--- config.mk ---
export PLATFORM = sky130hd
export DESIGN_NAME = elr_receiver
export DESIGN_NICKNAME = d
export VERILOG_FILES = /design/src/hdl/elr_pkg.sv /design/src/hdl/elr_byte_buf.sv /design/src/hdl/elr_receiver.sv
export SDC_FILE = /design/constraint.sdc
export NUM_CORES = 1
export LEC_CHECK = 0
export ABC_CLOCK_PERIOD_IN_PS = 3900
export BUFFER_PORTS_ARGS = -buffer_cell sky130_fd_sc_hd__buf_4
export CAP_MARGIN = 10
export CORE_UTILIZATION = 32
export CTS_CLUSTER_DIAMETER = 200
export DETAILED_ROUTE_END_ITERATION = 10
export SLEW_MARGIN = 20
export SYNTH_ARGS = -nofsm -noshare
export SYNTH_HDL_FRONTEND = slang
export SYNTH_SLANG_ARGS = --single-unit
--- constraint.sdc ---
create_clock -name core_clk_i -period 3.9 [get_ports core_clk_i]
set_clock_uncertainty 0.1 [all_clocks]
set_input_delay 0.39 -clock core_clk_i [delete_from_list [all_inputs] [get_ports core_clk_i]]
set_output_delay 0.39 -clock core_clk_i [all_outputs]
set_load 0.05 [all_outputs]
--- src/hdl/elr_pkg.sv ---
// shared constants and types for the encoder link receiver
`default_nettype none
package elr_pkg;
    // link timing
    localparam int unsigned CLK_HZ = 20_000_000;
    localparam int unsigned CLK_PERIOD_NS = 1_000_000_000 / CLK_HZ;
    localparam int unsigned BIT_RATE_BPS = 2_500_000;
    localparam int unsigned BIT_CYCLES = CLK_HZ / BIT_RATE_BPS;
    localparam logic [2:0] BIT_LAST = 3'(BIT_CYCLES - 1);
    localparam logic [2:0] HALF_LAST = 3'(BIT_CYCLES / 2 - 1);
    localparam logic [3:0] FRAME_BITS = 4'hA;
    localparam int unsigned REPLY_TIMEOUT_NS = 40_000;
    localparam int unsigned TIMEOUT_CYCLES = REPLY_TIMEOUT_NS / CLK_PERIOD_NS;
    localparam logic [9:0] TIMEOUT_LAST = 10'(TIMEOUT_CYCLES - 1);

    // register offsets (word index on the plain register port)
    localparam logic [3:0] OFS_FIRMWARE_REVISION = 4'h0;
    localparam logic [3:0] OFS_TRANSACTION_CONTROL = 4'h1;
    localparam logic [3:0] OFS_TRANSACTION_CODE = 4'h2;
    localparam logic [3:0] OFS_TX_EEPROM_LOCATION = 4'h3;
    localparam logic [3:0] OFS_TX_EEPROM_VALUE = 4'h4;
    localparam logic [3:0] OFS_SINGLE_TURN_POSITION = 4'h5;
    localparam logic [3:0] OFS_TURN_COUNT = 4'h6;
    localparam logic [3:0] OFS_CONTROL_FIELD_ECHO = 4'h7;
    localparam logic [3:0] OFS_ENCODER_STATUS_FIELD = 4'h8;
    localparam logic [3:0] OFS_ENCODER_IDENTIFIER = 4'h9;
    localparam logic [3:0] OFS_ENCODER_FAULT_BYTE = 4'hA;
    localparam logic [3:0] OFS_RX_EEPROM_LOCATION = 4'hB;
    localparam logic [3:0] OFS_RX_EEPROM_VALUE = 4'hC;
    localparam logic [3:0] OFS_RECEIVED_CHECK_BYTE = 4'hD;

    // transaction_control fields
    localparam int unsigned CTRL_GO_BIT = 0;
    localparam int unsigned CTRL_PASS_BIT = 1;

    // reset values; revision value is arbitrary
    localparam logic [31:0] FIRMWARE_REVISION_VAL = 32'h0000_0001;
    localparam logic [7:0] BYTE_RST = 8'h00;
    localparam logic [23:0] WORD_RST = 24'h00_0000;
    localparam logic [7:0] CRC_INIT = 8'h00;

    // control field layout: parity, code nibble, sync pattern
    localparam logic [2:0] CF_SYNC = 3'h2;

    // transaction codes
    localparam logic [7:0] CODE_READ_SINGLE_TURN = 8'h00;
    localparam logic [7:0] CODE_READ_TURN_COUNT = 8'h01;
    localparam logic [7:0] CODE_READ_IDENTIFIER = 8'h02;
    localparam logic [7:0] CODE_READ_ALL = 8'h03;
    localparam logic [7:0] CODE_EEPROM_WRITE = 8'h06;
    localparam logic [7:0] CODE_RESET_ERRORS = 8'h07;
    localparam logic [7:0] CODE_RESET_SINGLE_TURN = 8'h08;
    localparam logic [7:0] CODE_RESET_TURN_COUNT = 8'h0C;
    localparam logic [7:0] CODE_EEPROM_READ = 8'h0D;

    typedef enum logic [3:0] {
        FLD_NONE, FLD_CF, FLD_SF, FLD_ABS0, FLD_ABS1, FLD_ABS2,
        FLD_ABM0, FLD_ABM1, FLD_ABM2, FLD_ENID, FLD_ALMC, FLD_LOC, FLD_VAL
    } elr_field_t;

    typedef enum logic [2:0] {
        ST_INIT = 3'b000,
        ST_IDLE = 3'b001,
        ST_SETUP = 3'b011,
        ST_SEND = 3'b010,
        ST_ECHO = 3'b110,
        ST_RECV = 3'b111,
        ST_PARSE = 3'b101,
        ST_DONE = 3'b100
    } elr_state_t;
endpackage
`default_nettype wire

--- src/hdl/elr_byte_buf.sv ---
// receive buffer: 16 bytes, one write port, registered read
`default_nettype none
module elr_byte_buf (
    input wire logic core_clk_i,
    input wire logic we_i,
    input wire logic [3:0] waddr_i,
    input wire logic [7:0] wdata_i,
    input wire logic [3:0] raddr_i,
    output logic [7:0] rdata_o
);
    logic [7:0] mem_q [16];

    always_ff @(posedge core_clk_i) begin
        if (we_i) begin
            mem_q[waddr_i] <= wdata_i;
        end
        rdata_o <= mem_q[raddr_i];
    end
endmodule // elr_byte_buf
`default_nettype wire

--- src/hdl/elr_receiver.sv ---
// encoder link receiver: register port, 8N1 half-duplex link, reply parser
`default_nettype none
module elr_receiver
    import elr_pkg::*;
#(
    parameter logic [7:0] CRC_POLY = 8'h07,
    parameter int unsigned POS_BITS = 24
) (
    input wire logic core_clk_i,
    input wire logic rst_n_i,
    input wire logic [3:0] addr_i,
    input wire logic [31:0] wdata_i,
    input wire logic wr_i,
    input wire logic rd_i,
    output logic [31:0] rd_data_o,
    input wire logic ser_rx_i,
    output logic ser_tx_o,
    output logic driver_enable_output_o
);
    localparam logic [23:0] POS_MASK = {24{1'b1}} >> (24 - POS_BITS);

    function automatic logic [7:0] crc_step(input logic [7:0] c, input logic [7:0] d);
        logic [7:0] r;
        logic fb;
        r = c;
        for (int i = 7; i >= 0; i--) begin
            fb = r[7] ^ d[i];
            r = {r[6:0], 1'b0} ^ (fb ? CRC_POLY : 8'h00);
        end
        return r;
    endfunction

    function automatic logic [2:0] tx_len_of(input logic [7:0] c);
        case (c)
            CODE_READ_SINGLE_TURN, CODE_READ_TURN_COUNT, CODE_READ_IDENTIFIER,
            CODE_READ_ALL, CODE_RESET_ERRORS, CODE_RESET_SINGLE_TURN,
            CODE_RESET_TURN_COUNT: return 3'h1;
            CODE_EEPROM_WRITE: return 3'h4;
            CODE_EEPROM_READ: return 3'h3;
            default: return 3'h0;
        endcase
    endfunction

    function automatic logic [3:0] reply_len_of(input logic [7:0] c);
        case (c)
            CODE_READ_IDENTIFIER, CODE_EEPROM_WRITE, CODE_EEPROM_READ: return 4'h4;
            CODE_READ_ALL: return 4'hB;
            default: return 4'h6;
        endcase
    endfunction

    // reply layouts, position counted from the control field echo
    function automatic elr_field_t field_at(input logic [7:0] c, input logic [3:0] p);
        elr_field_t f;
        f = FLD_NONE;
        if (p == 4'h0) begin
            f = FLD_CF;
        end else begin
            case (c)
                CODE_EEPROM_WRITE, CODE_EEPROM_READ:
                    f = (p == 4'h1) ? FLD_LOC : (p == 4'h2) ? FLD_VAL : FLD_NONE;
                CODE_READ_TURN_COUNT:
                    f = (p == 4'h1) ? FLD_SF : (p == 4'h2) ? FLD_ABM0 :
                        (p == 4'h3) ? FLD_ABM1 : (p == 4'h4) ? FLD_ABM2 : FLD_NONE;
                CODE_READ_IDENTIFIER:
                    f = (p == 4'h1) ? FLD_SF : (p == 4'h2) ? FLD_ENID : FLD_NONE;
                CODE_READ_ALL:
                    f = (p == 4'h1) ? FLD_SF : (p == 4'h2) ? FLD_ABS0 :
                        (p == 4'h3) ? FLD_ABS1 : (p == 4'h4) ? FLD_ABS2 :
                        (p == 4'h5) ? FLD_ENID : (p == 4'h6) ? FLD_ABM0 :
                        (p == 4'h7) ? FLD_ABM1 : (p == 4'h8) ? FLD_ABM2 :
                        (p == 4'h9) ? FLD_ALMC : FLD_NONE;
                default:
                    f = (p == 4'h1) ? FLD_SF : (p == 4'h2) ? FLD_ABS0 :
                        (p == 4'h3) ? FLD_ABS1 : (p == 4'h4) ? FLD_ABS2 : FLD_NONE;
            endcase
        end
        return f;
    endfunction

    elr_state_t state_q, state_d;
    logic go_q, pass_q, de_q;
    logic [7:0] code_q, tx_loc_q, tx_val_q, run_code_q;
    logic [23:0] abs_q, abm_q;
    logic [7:0] cf_q, sf_q, enid_q, almc_q, rx_loc_q, rx_val_q, crc_rx_q, crc_q;
    logic [7:0] tbuf_q [4];
    logic [2:0] tx_len_q;
    logic [3:0] rx_len_q, idx_q, wr_idx_q, rd_idx_q, pj_q;
    logic pv_q;
    logic [9:0] tmo_q;
    logic [31:0] rd_data_q;
    logic [9:0] tx_sh_q;
    logic [2:0] tx_cyc_q, rx_cyc_q;
    logic [3:0] tx_bits_q, rx_bits_q;
    logic tx_busy_q, rx_busy_q, rxv_q;
    logic [7:0] rx_sh_q, rxh_q;
    logic [7:0] buf_rdata;

    // request assembly
    wire [7:0] cf_byte = {^code_q[3:0], code_q[3:0], CF_SYNC};
    wire [7:0] crc_two = crc_step(crc_step(CRC_INIT, cf_byte), tx_loc_q);
    wire [7:0] crc_three = crc_step(crc_two, tx_val_q);
    wire [2:0] tx_len_w = tx_len_of(code_q);
    wire is_wr = (code_q == CODE_EEPROM_WRITE);

    // event decode
    wire new_byte = rx_busy_q && (rx_cyc_q == 3'h0) && (rx_bits_q == 4'h9) && ser_rx_i;
    wire tx_load = (state_q == ST_SEND) && !tx_busy_q;
    wire echo_take = (state_q == ST_ECHO) && rxv_q && !tx_busy_q;
    wire reply_take = (state_q == ST_RECV) && rxv_q;
    wire take = echo_take || reply_take;
    wire last_req = (idx_q == {1'b0, tx_len_q - 3'h1});
    wire last_rx = (wr_idx_q == rx_len_q - 4'h1);
    wire tmo_hit = (tmo_q == TIMEOUT_LAST);
    wire waiting = (state_q == ST_ECHO) || (state_q == ST_RECV);
    wire parse_last = pv_q && (pj_q == rx_len_q - 4'h1);
    wire [3:0] rel_pos = pj_q - {1'b0, tx_len_q};
    wire elr_field_t fld = field_at(run_code_q, rel_pos);
    wire flush = (state_q == ST_INIT) || (state_q == ST_SETUP);

    // register port decode
    wire wr_ctrl = wr_i && (addr_i == OFS_TRANSACTION_CONTROL);
    wire wr_code = wr_i && (addr_i == OFS_TRANSACTION_CODE);
    wire wr_loc = wr_i && (addr_i == OFS_TX_EEPROM_LOCATION);
    wire wr_val = wr_i && (addr_i == OFS_TX_EEPROM_VALUE);
    wire host_go = wr_ctrl && wdata_i[CTRL_GO_BIT];
    wire [7:0] ctrl_byte = {6'h00, pass_q, go_q};
    wire [31:0] rd_sel =
        (addr_i == OFS_FIRMWARE_REVISION) ? FIRMWARE_REVISION_VAL :
        (addr_i == OFS_TRANSACTION_CONTROL) ? {24'h00_0000, ctrl_byte} :
        (addr_i == OFS_TRANSACTION_CODE) ? {24'h00_0000, code_q} :
        (addr_i == OFS_TX_EEPROM_LOCATION) ? {24'h00_0000, tx_loc_q} :
        (addr_i == OFS_TX_EEPROM_VALUE) ? {24'h00_0000, tx_val_q} :
        (addr_i == OFS_SINGLE_TURN_POSITION) ? {8'h00, abs_q & POS_MASK} :
        (addr_i == OFS_TURN_COUNT) ? {8'h00, abm_q} :
        (addr_i == OFS_CONTROL_FIELD_ECHO) ? {24'h00_0000, cf_q} :
        (addr_i == OFS_ENCODER_STATUS_FIELD) ? {24'h00_0000, sf_q} :
        (addr_i == OFS_ENCODER_IDENTIFIER) ? {24'h00_0000, enid_q} :
        (addr_i == OFS_ENCODER_FAULT_BYTE) ? {24'h00_0000, almc_q} :
        (addr_i == OFS_RX_EEPROM_LOCATION) ? {24'h00_0000, rx_loc_q} :
        (addr_i == OFS_RX_EEPROM_VALUE) ? {24'h00_0000, rx_val_q} :
        (addr_i == OFS_RECEIVED_CHECK_BYTE) ? {24'h00_0000, crc_rx_q} :
        32'h0000_0000;

    assign rd_data_o = rd_data_q;
    assign ser_tx_o = tx_sh_q[0];
    assign driver_enable_output_o = de_q;

    always_comb begin
        state_d = state_q;
        case (state_q)
            ST_INIT: state_d = ST_IDLE;
            ST_IDLE: if (go_q) state_d = ST_SETUP;
            ST_SETUP: state_d = (tx_len_w == 3'h0) ? ST_DONE : ST_SEND;
            ST_SEND: if (!tx_busy_q) state_d = ST_ECHO;
            ST_ECHO: begin
                if (echo_take) begin
                    state_d = last_req ? ST_RECV : ST_SEND;
                end else if (tmo_hit) begin
                    state_d = ST_DONE;
                end
            end
            ST_RECV: begin
                if (reply_take && last_rx) begin
                    state_d = ST_PARSE;
                end else if (tmo_hit) begin
                    state_d = ST_DONE;
                end
            end
            ST_PARSE: if (parse_last) state_d = ST_DONE;
            ST_DONE: state_d = ST_IDLE;
            default: state_d = ST_INIT;
        endcase
    end

    always_ff @(posedge core_clk_i) begin
        if (!rst_n_i) begin
            state_q <= ST_INIT;
            rd_data_q <= 32'h0000_0000;
        end else begin
            state_q <= state_d;
            rd_data_q <= rd_i ? rd_sel : 32'h0000_0000;
        end
    end

    // host-owned registers; go set by host wins over the completion clear
    always_ff @(posedge core_clk_i) begin
        if (!rst_n_i) begin
            go_q <= 1'b0;
            code_q <= BYTE_RST;
            tx_loc_q <= BYTE_RST;
            tx_val_q <= BYTE_RST;
        end else begin
            if (host_go) begin
                go_q <= 1'b1;
            end else if (state_q == ST_DONE) begin
                go_q <= 1'b0;
            end
            if (wr_code) code_q <= wdata_i[7:0];
            if (wr_loc) tx_loc_q <= wdata_i[7:0];
            if (wr_val) tx_val_q <= wdata_i[7:0];
        end
    end

    // request setup and link sequencing
    always_ff @(posedge core_clk_i) begin
        if (!rst_n_i) begin
            de_q <= 1'b0;
            run_code_q <= BYTE_RST;
            tx_len_q <= 3'h0;
            rx_len_q <= 4'h0;
            idx_q <= 4'h0;
            wr_idx_q <= 4'h0;
            tmo_q <= 10'h000;
            for (int i = 0; i < 4; i++) tbuf_q[i] <= BYTE_RST;
        end else begin
            if (state_q == ST_SETUP) begin
                run_code_q <= code_q;
                tx_len_q <= tx_len_w;
                rx_len_q <= {1'b0, tx_len_w} + reply_len_of(code_q);
                tbuf_q[0] <= cf_byte;
                tbuf_q[1] <= tx_loc_q;
                tbuf_q[2] <= is_wr ? tx_val_q : crc_two;
                tbuf_q[3] <= crc_three;
                idx_q <= 4'h0;
                wr_idx_q <= 4'h0;
                de_q <= (tx_len_w != 3'h0);
            end
            if (take) begin
                wr_idx_q <= wr_idx_q + 4'h1;
            end
            if (echo_take) begin
                idx_q <= idx_q + 4'h1;
                if (last_req) de_q <= 1'b0;
            end
            // a silent encoder must not hang the host
            if (tmo_hit || state_q == ST_DONE) de_q <= 1'b0;
            tmo_q <= (waiting && !take) ? tmo_q + 10'h001 : 10'h000;
        end
    end

    // reply parse and check comparison
    always_ff @(posedge core_clk_i) begin
        if (!rst_n_i) begin
            rd_idx_q <= 4'h0;
            pj_q <= 4'h0;
            pv_q <= 1'b0;
            crc_q <= CRC_INIT;
            pass_q <= 1'b0;
        end else if (state_q == ST_PARSE) begin
            rd_idx_q <= rd_idx_q + 4'h1;
            pj_q <= rd_idx_q;
            pv_q <= 1'b1;
            if (pv_q && !parse_last) crc_q <= crc_step(crc_q, buf_rdata);
            if (parse_last) pass_q <= (crc_q == buf_rdata);
        end else begin
            rd_idx_q <= {1'b0, tx_len_q};
            pv_q <= 1'b0;
            if (state_q == ST_SETUP) begin
                crc_q <= CRC_INIT;
                pass_q <= 1'b0;
            end
        end
    end

    always_ff @(posedge core_clk_i) begin
        if (!rst_n_i) begin
            abs_q <= WORD_RST;
            abm_q <= WORD_RST;
            cf_q <= BYTE_RST;
            sf_q <= BYTE_RST;
            enid_q <= BYTE_RST;
            almc_q <= BYTE_RST;
            rx_loc_q <= BYTE_RST;
            rx_val_q <= BYTE_RST;
            crc_rx_q <= BYTE_RST;
        end else if (state_q == ST_PARSE && pv_q) begin
            if (parse_last) begin
                crc_rx_q <= buf_rdata;
            end else begin
                case (fld)
                    FLD_CF: cf_q <= buf_rdata;
                    FLD_SF: sf_q <= buf_rdata;
                    FLD_ABS0: abs_q[7:0] <= buf_rdata;
                    FLD_ABS1: abs_q[15:8] <= buf_rdata;
                    FLD_ABS2: abs_q[23:16] <= buf_rdata;
                    FLD_ABM0: abm_q[7:0] <= buf_rdata;
                    FLD_ABM1: abm_q[15:8] <= buf_rdata;
                    FLD_ABM2: abm_q[23:16] <= buf_rdata;
                    FLD_ENID: enid_q <= buf_rdata;
                    FLD_ALMC: almc_q <= buf_rdata;
                    FLD_LOC: rx_loc_q <= buf_rdata;
                    FLD_VAL: rx_val_q <= buf_rdata;
                    default: ;
                endcase
            end
        end
    end

    // transmitter: start, eight data bits LSB first, stop
    always_ff @(posedge core_clk_i) begin
        if (!rst_n_i) begin
            tx_sh_q <= 10'h3FF;
            tx_busy_q <= 1'b0;
            tx_cyc_q <= 3'h0;
            tx_bits_q <= 4'h0;
        end else if (tx_load) begin
            tx_sh_q <= {1'b1, tbuf_q[idx_q[1:0]], 1'b0};
            tx_busy_q <= 1'b1;
            tx_cyc_q <= BIT_LAST;
            tx_bits_q <= 4'h0;
        end else if (tx_busy_q) begin
            if (tx_cyc_q == 3'h0) begin
                tx_sh_q <= {1'b1, tx_sh_q[9:1]};
                tx_cyc_q <= BIT_LAST;
                tx_bits_q <= tx_bits_q + 4'h1;
                if (tx_bits_q == FRAME_BITS - 4'h1) tx_busy_q <= 1'b0;
            end else begin
                tx_cyc_q <= tx_cyc_q - 3'h1;
            end
        end
    end

    // receiver, always listening, sampled mid-bit; bad stop bit drops the byte
    always_ff @(posedge core_clk_i) begin
        if (!rst_n_i) begin
            rx_busy_q <= 1'b0;
            rx_cyc_q <= 3'h0;
            rx_bits_q <= 4'h0;
            rx_sh_q <= BYTE_RST;
        end else if (!rx_busy_q) begin
            if (!ser_rx_i) begin
                rx_busy_q <= 1'b1;
                rx_cyc_q <= HALF_LAST;
                rx_bits_q <= 4'h0;
            end
        end else if (rx_cyc_q == 3'h0) begin
            rx_cyc_q <= BIT_LAST;
            rx_bits_q <= rx_bits_q + 4'h1;
            if (rx_bits_q == 4'h0 && ser_rx_i) rx_busy_q <= 1'b0;
            if (rx_bits_q != 4'h0 && rx_bits_q != 4'h9) rx_sh_q <= {ser_rx_i, rx_sh_q[7:1]};
            if (rx_bits_q == 4'h9) rx_busy_q <= 1'b0;
        end else begin
            rx_cyc_q <= rx_cyc_q - 3'h1;
        end
    end

    // one-byte receive holding stage; stale bytes flushed before each request
    always_ff @(posedge core_clk_i) begin
        if (!rst_n_i) begin
            rxv_q <= 1'b0;
            rxh_q <= BYTE_RST;
        end else if (new_byte) begin
            rxv_q <= 1'b1;
            rxh_q <= rx_sh_q;
        end else if (flush || take) begin
            rxv_q <= 1'b0;
        end
    end

    elr_byte_buf u_rx_buf (
        .core_clk_i(core_clk_i),
        .we_i(take),
        .waddr_i(wr_idx_q),
        .wdata_i(rxh_q),
        .raddr_i(rd_idx_q),
        .rdata_o(buf_rdata)
    );
endmodule // elr_receiver
`default_nettype wire

After elaboration in Yosys (flattened, before gate mapping)
Memory sizes are Yosys's and may differ from the RTL's. A register that Yosys moved wholly into a read port is not among the register bits.
Cells that the tools add are included.
- bits of input ports: 41
- memory bits (writable): 160
- memories: 3
- output and inout bits: 34
- flip-flop bits (word level): 258
- bits in read-only memories: 48
- mux-type cells: 136
- bitwise operators: 66
- equality and inequality tests: 64
- $add $sub $neg: 12
- reductions and logical operators: 77
- memory list (memory ; depth ; width ; read ports ; clocked after memory_dff ; wr ports ; RTL line ; text):
    u_rx_buf.mem_q ; 16 ; 8 ; 1 ; 1 ; 1 ; elr_byte_buf.sv:11 ; logic [7:0] mem_q [16];
    (name not given) ; 16 ; 3 ; 1 ; 1 ; 0 ; elr_receiver.sv:34 ; case (c)
    tbuf_q ; 4 ; 8 ; 1 ; 1 ; 4 ; elr_receiver.sv:86 ; logic [7:0] tbuf_q [4];
- operator list (operator ; number):
    $xor A8 B3 Y8 ; 27
    $mux W3 ; 52
    $mux W8 ; 18
    $mux W4 ; 28
    $eq A4 B4 Y1 const B ; 15
    $eq A4 B3 Y1 const B ; 12
    $mux W24 ; 2
    $reduce_and A3 Y1 ; 14
    $eq A8 B2 Y1 const B ; 4
    $mux W1 ; 27
    $mux W9 ; 3
    $eq A4 B2 Y1 const B ; 6
    $xor A1 B1 Y1 ; 24
    $pmux W3 S7 ; 1
    $add A4 B1 Y4 const B ; 5
    $logic_and A1 B1 Y1 ; 19
    $reduce_and A2 Y1 ; 9
    $eq A8 B3 Y1 const B ; 2
    $eq A8 B4 Y1 const B ; 2
    $logic_not A4 Y1 ; 4
    $pmux W4 S4 ; 1
    $reduce_or A15 Y1 ; 1
    $reduce_bool A2 Y1 ; 7
    $eq A3 B3 Y1 const B ; 4
    other kinds (35) ; 68

Depth between registers and ports, before layout
- depth in word-level cells: 60
- gate-level depth with buffers: 13

Modules after synthesis
Synthesis repeated with hierarchy kept, for this count alone.
- cells, all modules: 1737
- area total of the unflattened synthesis: 18820.6 µm²
- modules (own cells, without submodules) (module ; cells each ; times used ; seq. area each (µm²) ; area an instance (µm²)):
    elr_receiver ; 1508 ; 1 ; 5995.8 ; 13673.1
    elr_byte_buf ; 229 ; 1 ; 4003.8 ; 5147.4

Worst setup path before layout
Ideal clock, no wire load.
- path type: register -> register
- start point: reg pj_q[0]
- end point: reg abs_q[12]
- stages on the path, launching flop included: 14
- data required time: 3673 ps
- slack: 437 ps
- arrival time: 3236 ps
- path buffers: 4
- library setup time: 127 ps
- cells stage by stage: dfxtp_1 inv_1 ha_1 fa_1 clkbuf_1 buf_2 a211oi_1 a311o_1 a211o_1 and3_1 buf_2 or4b_1 buf_2 mux2i_1
- longest elaborated chain between the ends: 15
- elaborated cells on any way between the ends: 39
- those cells by class: 1 x add/sub; 11 x eq/ne; 23 x mux; 1 x bitwise; 3 x reduce/logical
- ends and longest elaborated chain (what ; RTL line ; text):
    from (decl) ; elr_receiver.sv:88 ; logic [3:0] rx_len_q, idx_q, wr_idx_q, rd_idx_q, pj_q;
    from (signal assigned) ; elr_receiver.sv:252 ; pj_q <= rd_idx_q;
    $sub A4 B3 Y4 ; elr_receiver.sv:117 ; wire [3:0] rel_pos = pj_q - {1'b0, tx_len_q};
    $eq A4 B4 Y1 ; elr_receiver.sv:72 ; (p == 4'h9) ? FLD_ALMC : FLD_NONE;
    $mux W4 ; elr_receiver.sv:72 ;
    $mux W4 (2 in a row) ; elr_receiver.sv:71 ; (p == 4'h7) ? FLD_ABM1 : (p == 4'h8) ? FLD_ABM2 :
    $mux W4 (2 in a row) ; elr_receiver.sv:70 ; (p == 4'h5) ? FLD_ENID : (p == 4'h6) ? FLD_ABM0 :
    $mux W4 (2 in a row) ; elr_receiver.sv:69 ; (p == 4'h3) ? FLD_ABS1 : (p == 4'h4) ? FLD_ABS2 :
    $mux W4 (2 in a row) ; elr_receiver.sv:68 ; f = (p == 4'h1) ? FLD_SF : (p == 4'h2) ? FLD_ABS0 :
    $pmux W4 S4 ; elr_receiver.sv:59 ; case (c)
    $mux W4 ; elr_receiver.sv:56 ; if (p == 4'h0) begin
    $eq A4 B3 Y1 ; elr_receiver.sv:281 ; case (fld)
    $reduce_and A3 Y1 (no source line) * ; -- ;
    to (signal assigned) ; elr_receiver.sv:285 ; FLD_ABS1: abs_q[15:8] <= buf_rdata;
    to (decl) ; elr_receiver.sv:84 ; logic [23:0] abs_q, abm_q;
Mark *: on every way between the ends. The rest lies on a longest branch, timed or not.
A chain may end at the register's enable or synchronous reset.

Worst setup path after layout
- start point: reg pj_q[0]
- end point: reg abs_q[14]
The elaborated chain is that of the path after synthesis.

==> results.cfg <==
[worst_hold_path]
hold_path_end = tx_val_q[5]$_SDFFE_PN0P_
hold_depth = 3
hold_path.startpoint = wr_i
hp-class = input port to flip-flop

[synthesis]
yosysUniqueCellTypes = 86
synth_edf_count = 157
synthSimpleGateAreaFrac = 0.147
synthAdderAreaFrac = 0.0235
muxShareOfSynthArea = 0.129
syn_area_um2 = 19200
ys_ff_latch = 421
synth_flop_cell = dfxtp_1
synth_warnings = 0
syn_area_per_cell_um2 = 10.7
yosysSeqAreaShare = 0.520
synth-compound-area-share = 0.0871
ys_async_sr_fraction = 0
synth_xor_area_frac = 0.0556
synth_top_family_by_area = simple AND/OR/NAND/NOR gates
synthCells = 1795

[run_status]
status = finished, violations left
violations = design-rule violations

[floorplan]
dieHeight_um = 247
die_w_um = 247
core_um2 = 59200
die_area_um2 = 61100
ios = 75
num_rows = 89
initial_core_util = 0.325

[cts]
cts.path.max_buffers = 3
cts.sinks = 421
cts_made_buffers = 45
cts_tree = built
clk_pin_slew_ps = 60
clock_tree.root_cell = clkbuf_16
cts.htree.levels = 2
insertion_delay_ps = 580

[worst_setup_path]
crit_type = flip-flop to flip-flop
cp.required_ps = 4220
critPathTopFamily = simple AND/OR/NAND/NOR gates
worst-path-buf-inv = 1
r2r-start = pj_q[0]$_SDFFE_PN0P_
critPathLaunchType = flip-flop
crit_slowest_cell = or4b_1
worstSetupEndpointType = flip-flop
timing.rr.end = abs_q[14]$_SDFFE_PN0P_
critical-path-max-stage-delay_ps = 810
r2r_cells = 9
ff2ff_setup_slack_ps = 240
worstPathMaxFanout = 9
cp_cell_sequence = inv_1 > ha_1 > fa_1 > xnor2_2 > nor2_1 > a2111oi_1 > nor2_1 > or4b_1 > mux2i_1
cp_common_cell = nor2_1
cp.arrival_ps = 3990

[drt]
wirelength_mm = 45.4
dr.pass1.iters = 8
avgRoutedWirePerCell_um = 17.3
postRouteAntennaNets = 0
vias = 13400
drcViolationCount = 5
via_per_inst = 5.10
dr.first_iter.drc_count = 937

[sta]
clock.fmax_ghz = 0.273
timing.final.crit_share = 0.940
slew_headroom = 0.348
rsz0062_at_grt = yes
setup_ws_ps = 236
whs_ps = 68.2
maxSlewViolCount = 0
tns_ps = 0
finalHoldViolations = 0
period_minus_slack_ps = 3660
setup_viol = 0
tightest_slew_ps = 978

[global_route]
grt_usage = 0.149
grt_antenna_before_repair = 0
overflow = 0
grt_pass1_vias = 13000
grt_pass1_wl_mm = 72.2
grt_max_degree = 68

[placed_design]
dp_cells = 2534
placed_cell_area_um2 = 20300
dp_hpwl_mm = 30.7
post-place-ws_ps = -22.1
numPortBuffers = 42
place_congestion = 0.873

[power]
ir_worst_vdd_v = 0.000274
pwr_density_cell_nw_per_um2 = 482
p_leak_nw = 7.73

[finish]
diodes = 0
final_area_um2 = 22000
final_cell_mix = dfxtp_1 (262), nand2_1 (201), nor2_1 (179)
drive_above_1_share = 0.129
final_common_cell = dfxtp_1
area_growth_pct = 14.2
fin_cells = 2627
nets = 1894

[flow_run]
cap_violations = 0
## logic make-up (layout without fill, tap and decap cells)
kind of cell | after synthesis | count (layout)
xor+xnor | 118 | 118
simple gates | 597 | 597
flops | 421 | 421
other cells | 1 | 8
fa+ha+maj | 35 | 35
mux | 187 | 187
buf+inv | 173 | 225
compound gates | 263 | 263
## how the worst max path moves through the flow
stage | from | endpoint | depth (start not counted)
after floorplan | pj_q[0]$_SDFFE_PN0P_ | abs_q[12]$_SDFFE_PN0P_ | 13
after global placement | pj_q[0]$_SDFFE_PN0P_ | abs_q[8]$_SDFFE_PN0P_ | 9
after detailed placement | pj_q[0]$_SDFFE_PN0P_ | abs_q[14]$_SDFFE_PN0P_ | 9
after CTS | pj_q[0]$_SDFFE_PN0P_ | abs_q[14]$_SDFFE_PN0P_ | 9
after global routing | pj_q[0]$_SDFFE_PN0P_ | abs_q[14]$_SDFFE_PN0P_ | 9
final | pj_q[0]$_SDFFE_PN0P_ | abs_q[14]$_SDFFE_PN0P_ | 9
## per-stage QoR
| stage | util | power, mW |
|---|---|---|
| 2_1_floorplan | - | 6.05 |
| 3_3_place_gp | 0.343 | 6.37 |
| 3_5_place_dp | 0.343 | 6.41 |
| 4_1_cts | 0.370 | 10.7 |
| 5_1_grt | 0.371 | 11.0 |
| 6_report | 0.371 | 10.6 |
## what timing repair did
item,CTS,global route
hold endpoints to repair,21,0
buffers inserted,0,1
pin swaps,0,1
hold buffers,9,0
endpoints found under the setup margin,8,36
resized for setup,1,6
## registers in the layout, summed over array words and instances, names as in the netlist, 9 cells and up, named ones only
| signal | count |
|---|---|
| u_rx_buf.mem_q | 128 |
| tbuf_q | 30 |
| abm_q | 24 |
| abs_q | 24 |
| rd_data_o | 24 |
| tmo_q | 10 |
| tx_sh_q | 9 |
## where the power goes
part	total, mW	switching [mW]	internal [mW]
Clock	4.23	1.78	2.46
Combinational	1.55	0.999	0.549
Sequential	4.80	0.104	4.70
## Yosys cell counts, types with 20 or more instances
| cell | instances | share of area |
|---|---|---|
| dfxtp_1 | 264 | 0.27 |
| nand2_1 | 201 | 0.039 |
| nor2_1 | 179 | 0.035 |
| edfxtp_1 | 157 | 0.25 |
| mux2i_1 | 127 | 0.066 |
| a21oi_1 | 98 | 0.025 |
| clkbuf_1 | 79 | 0.015 |
| xnor2_1 | 79 | 0.036 |
| nand3_1 | 50 | 0.013 |
| mux4_2 | 48 | 0.056 |
| inv_1 | 47 | 0.0092 |
| o21ai_0 | 46 | 0.012 |
| xor2_1 | 36 | 0.016 |
| ha_1 | 33 | 0.021 |
| a22oi_1 | 22 | 0.0086 |
| and3_1 | 20 | 0.0065 |
| nand4_1 | 20 | 0.0065 |
## tightest hold or removal path, delay by kind of cell
kind | cells | cell delay (ps)
AO/OA/AOI/OAI | 1 | 50
buffers and inverters | 1 | 160
AND/OR/NAND/NOR | 1 | 90
## area by class of cell
cell class                      instances  area, um2
Inverter                               48        183
Clock buffer                           55       1190
Clock inverter                         28        275
Sequential cell                       421      10000
Fill cell                            5780      37300
Timing Repair Buffer                   94        766
Multi-Input combinational cell       1208       8580
Tap cell                              773        967
## per-layer routing
metal  up-vias  track usage  wire [um]
li1       6438            -          -
met1      6612        0.200      20900
met2       282        0.245      21400
met3        77       0.0236       1990
met4         0       0.0503       1120
met5         -            0          0
Power figures use the tool's default switching activity.
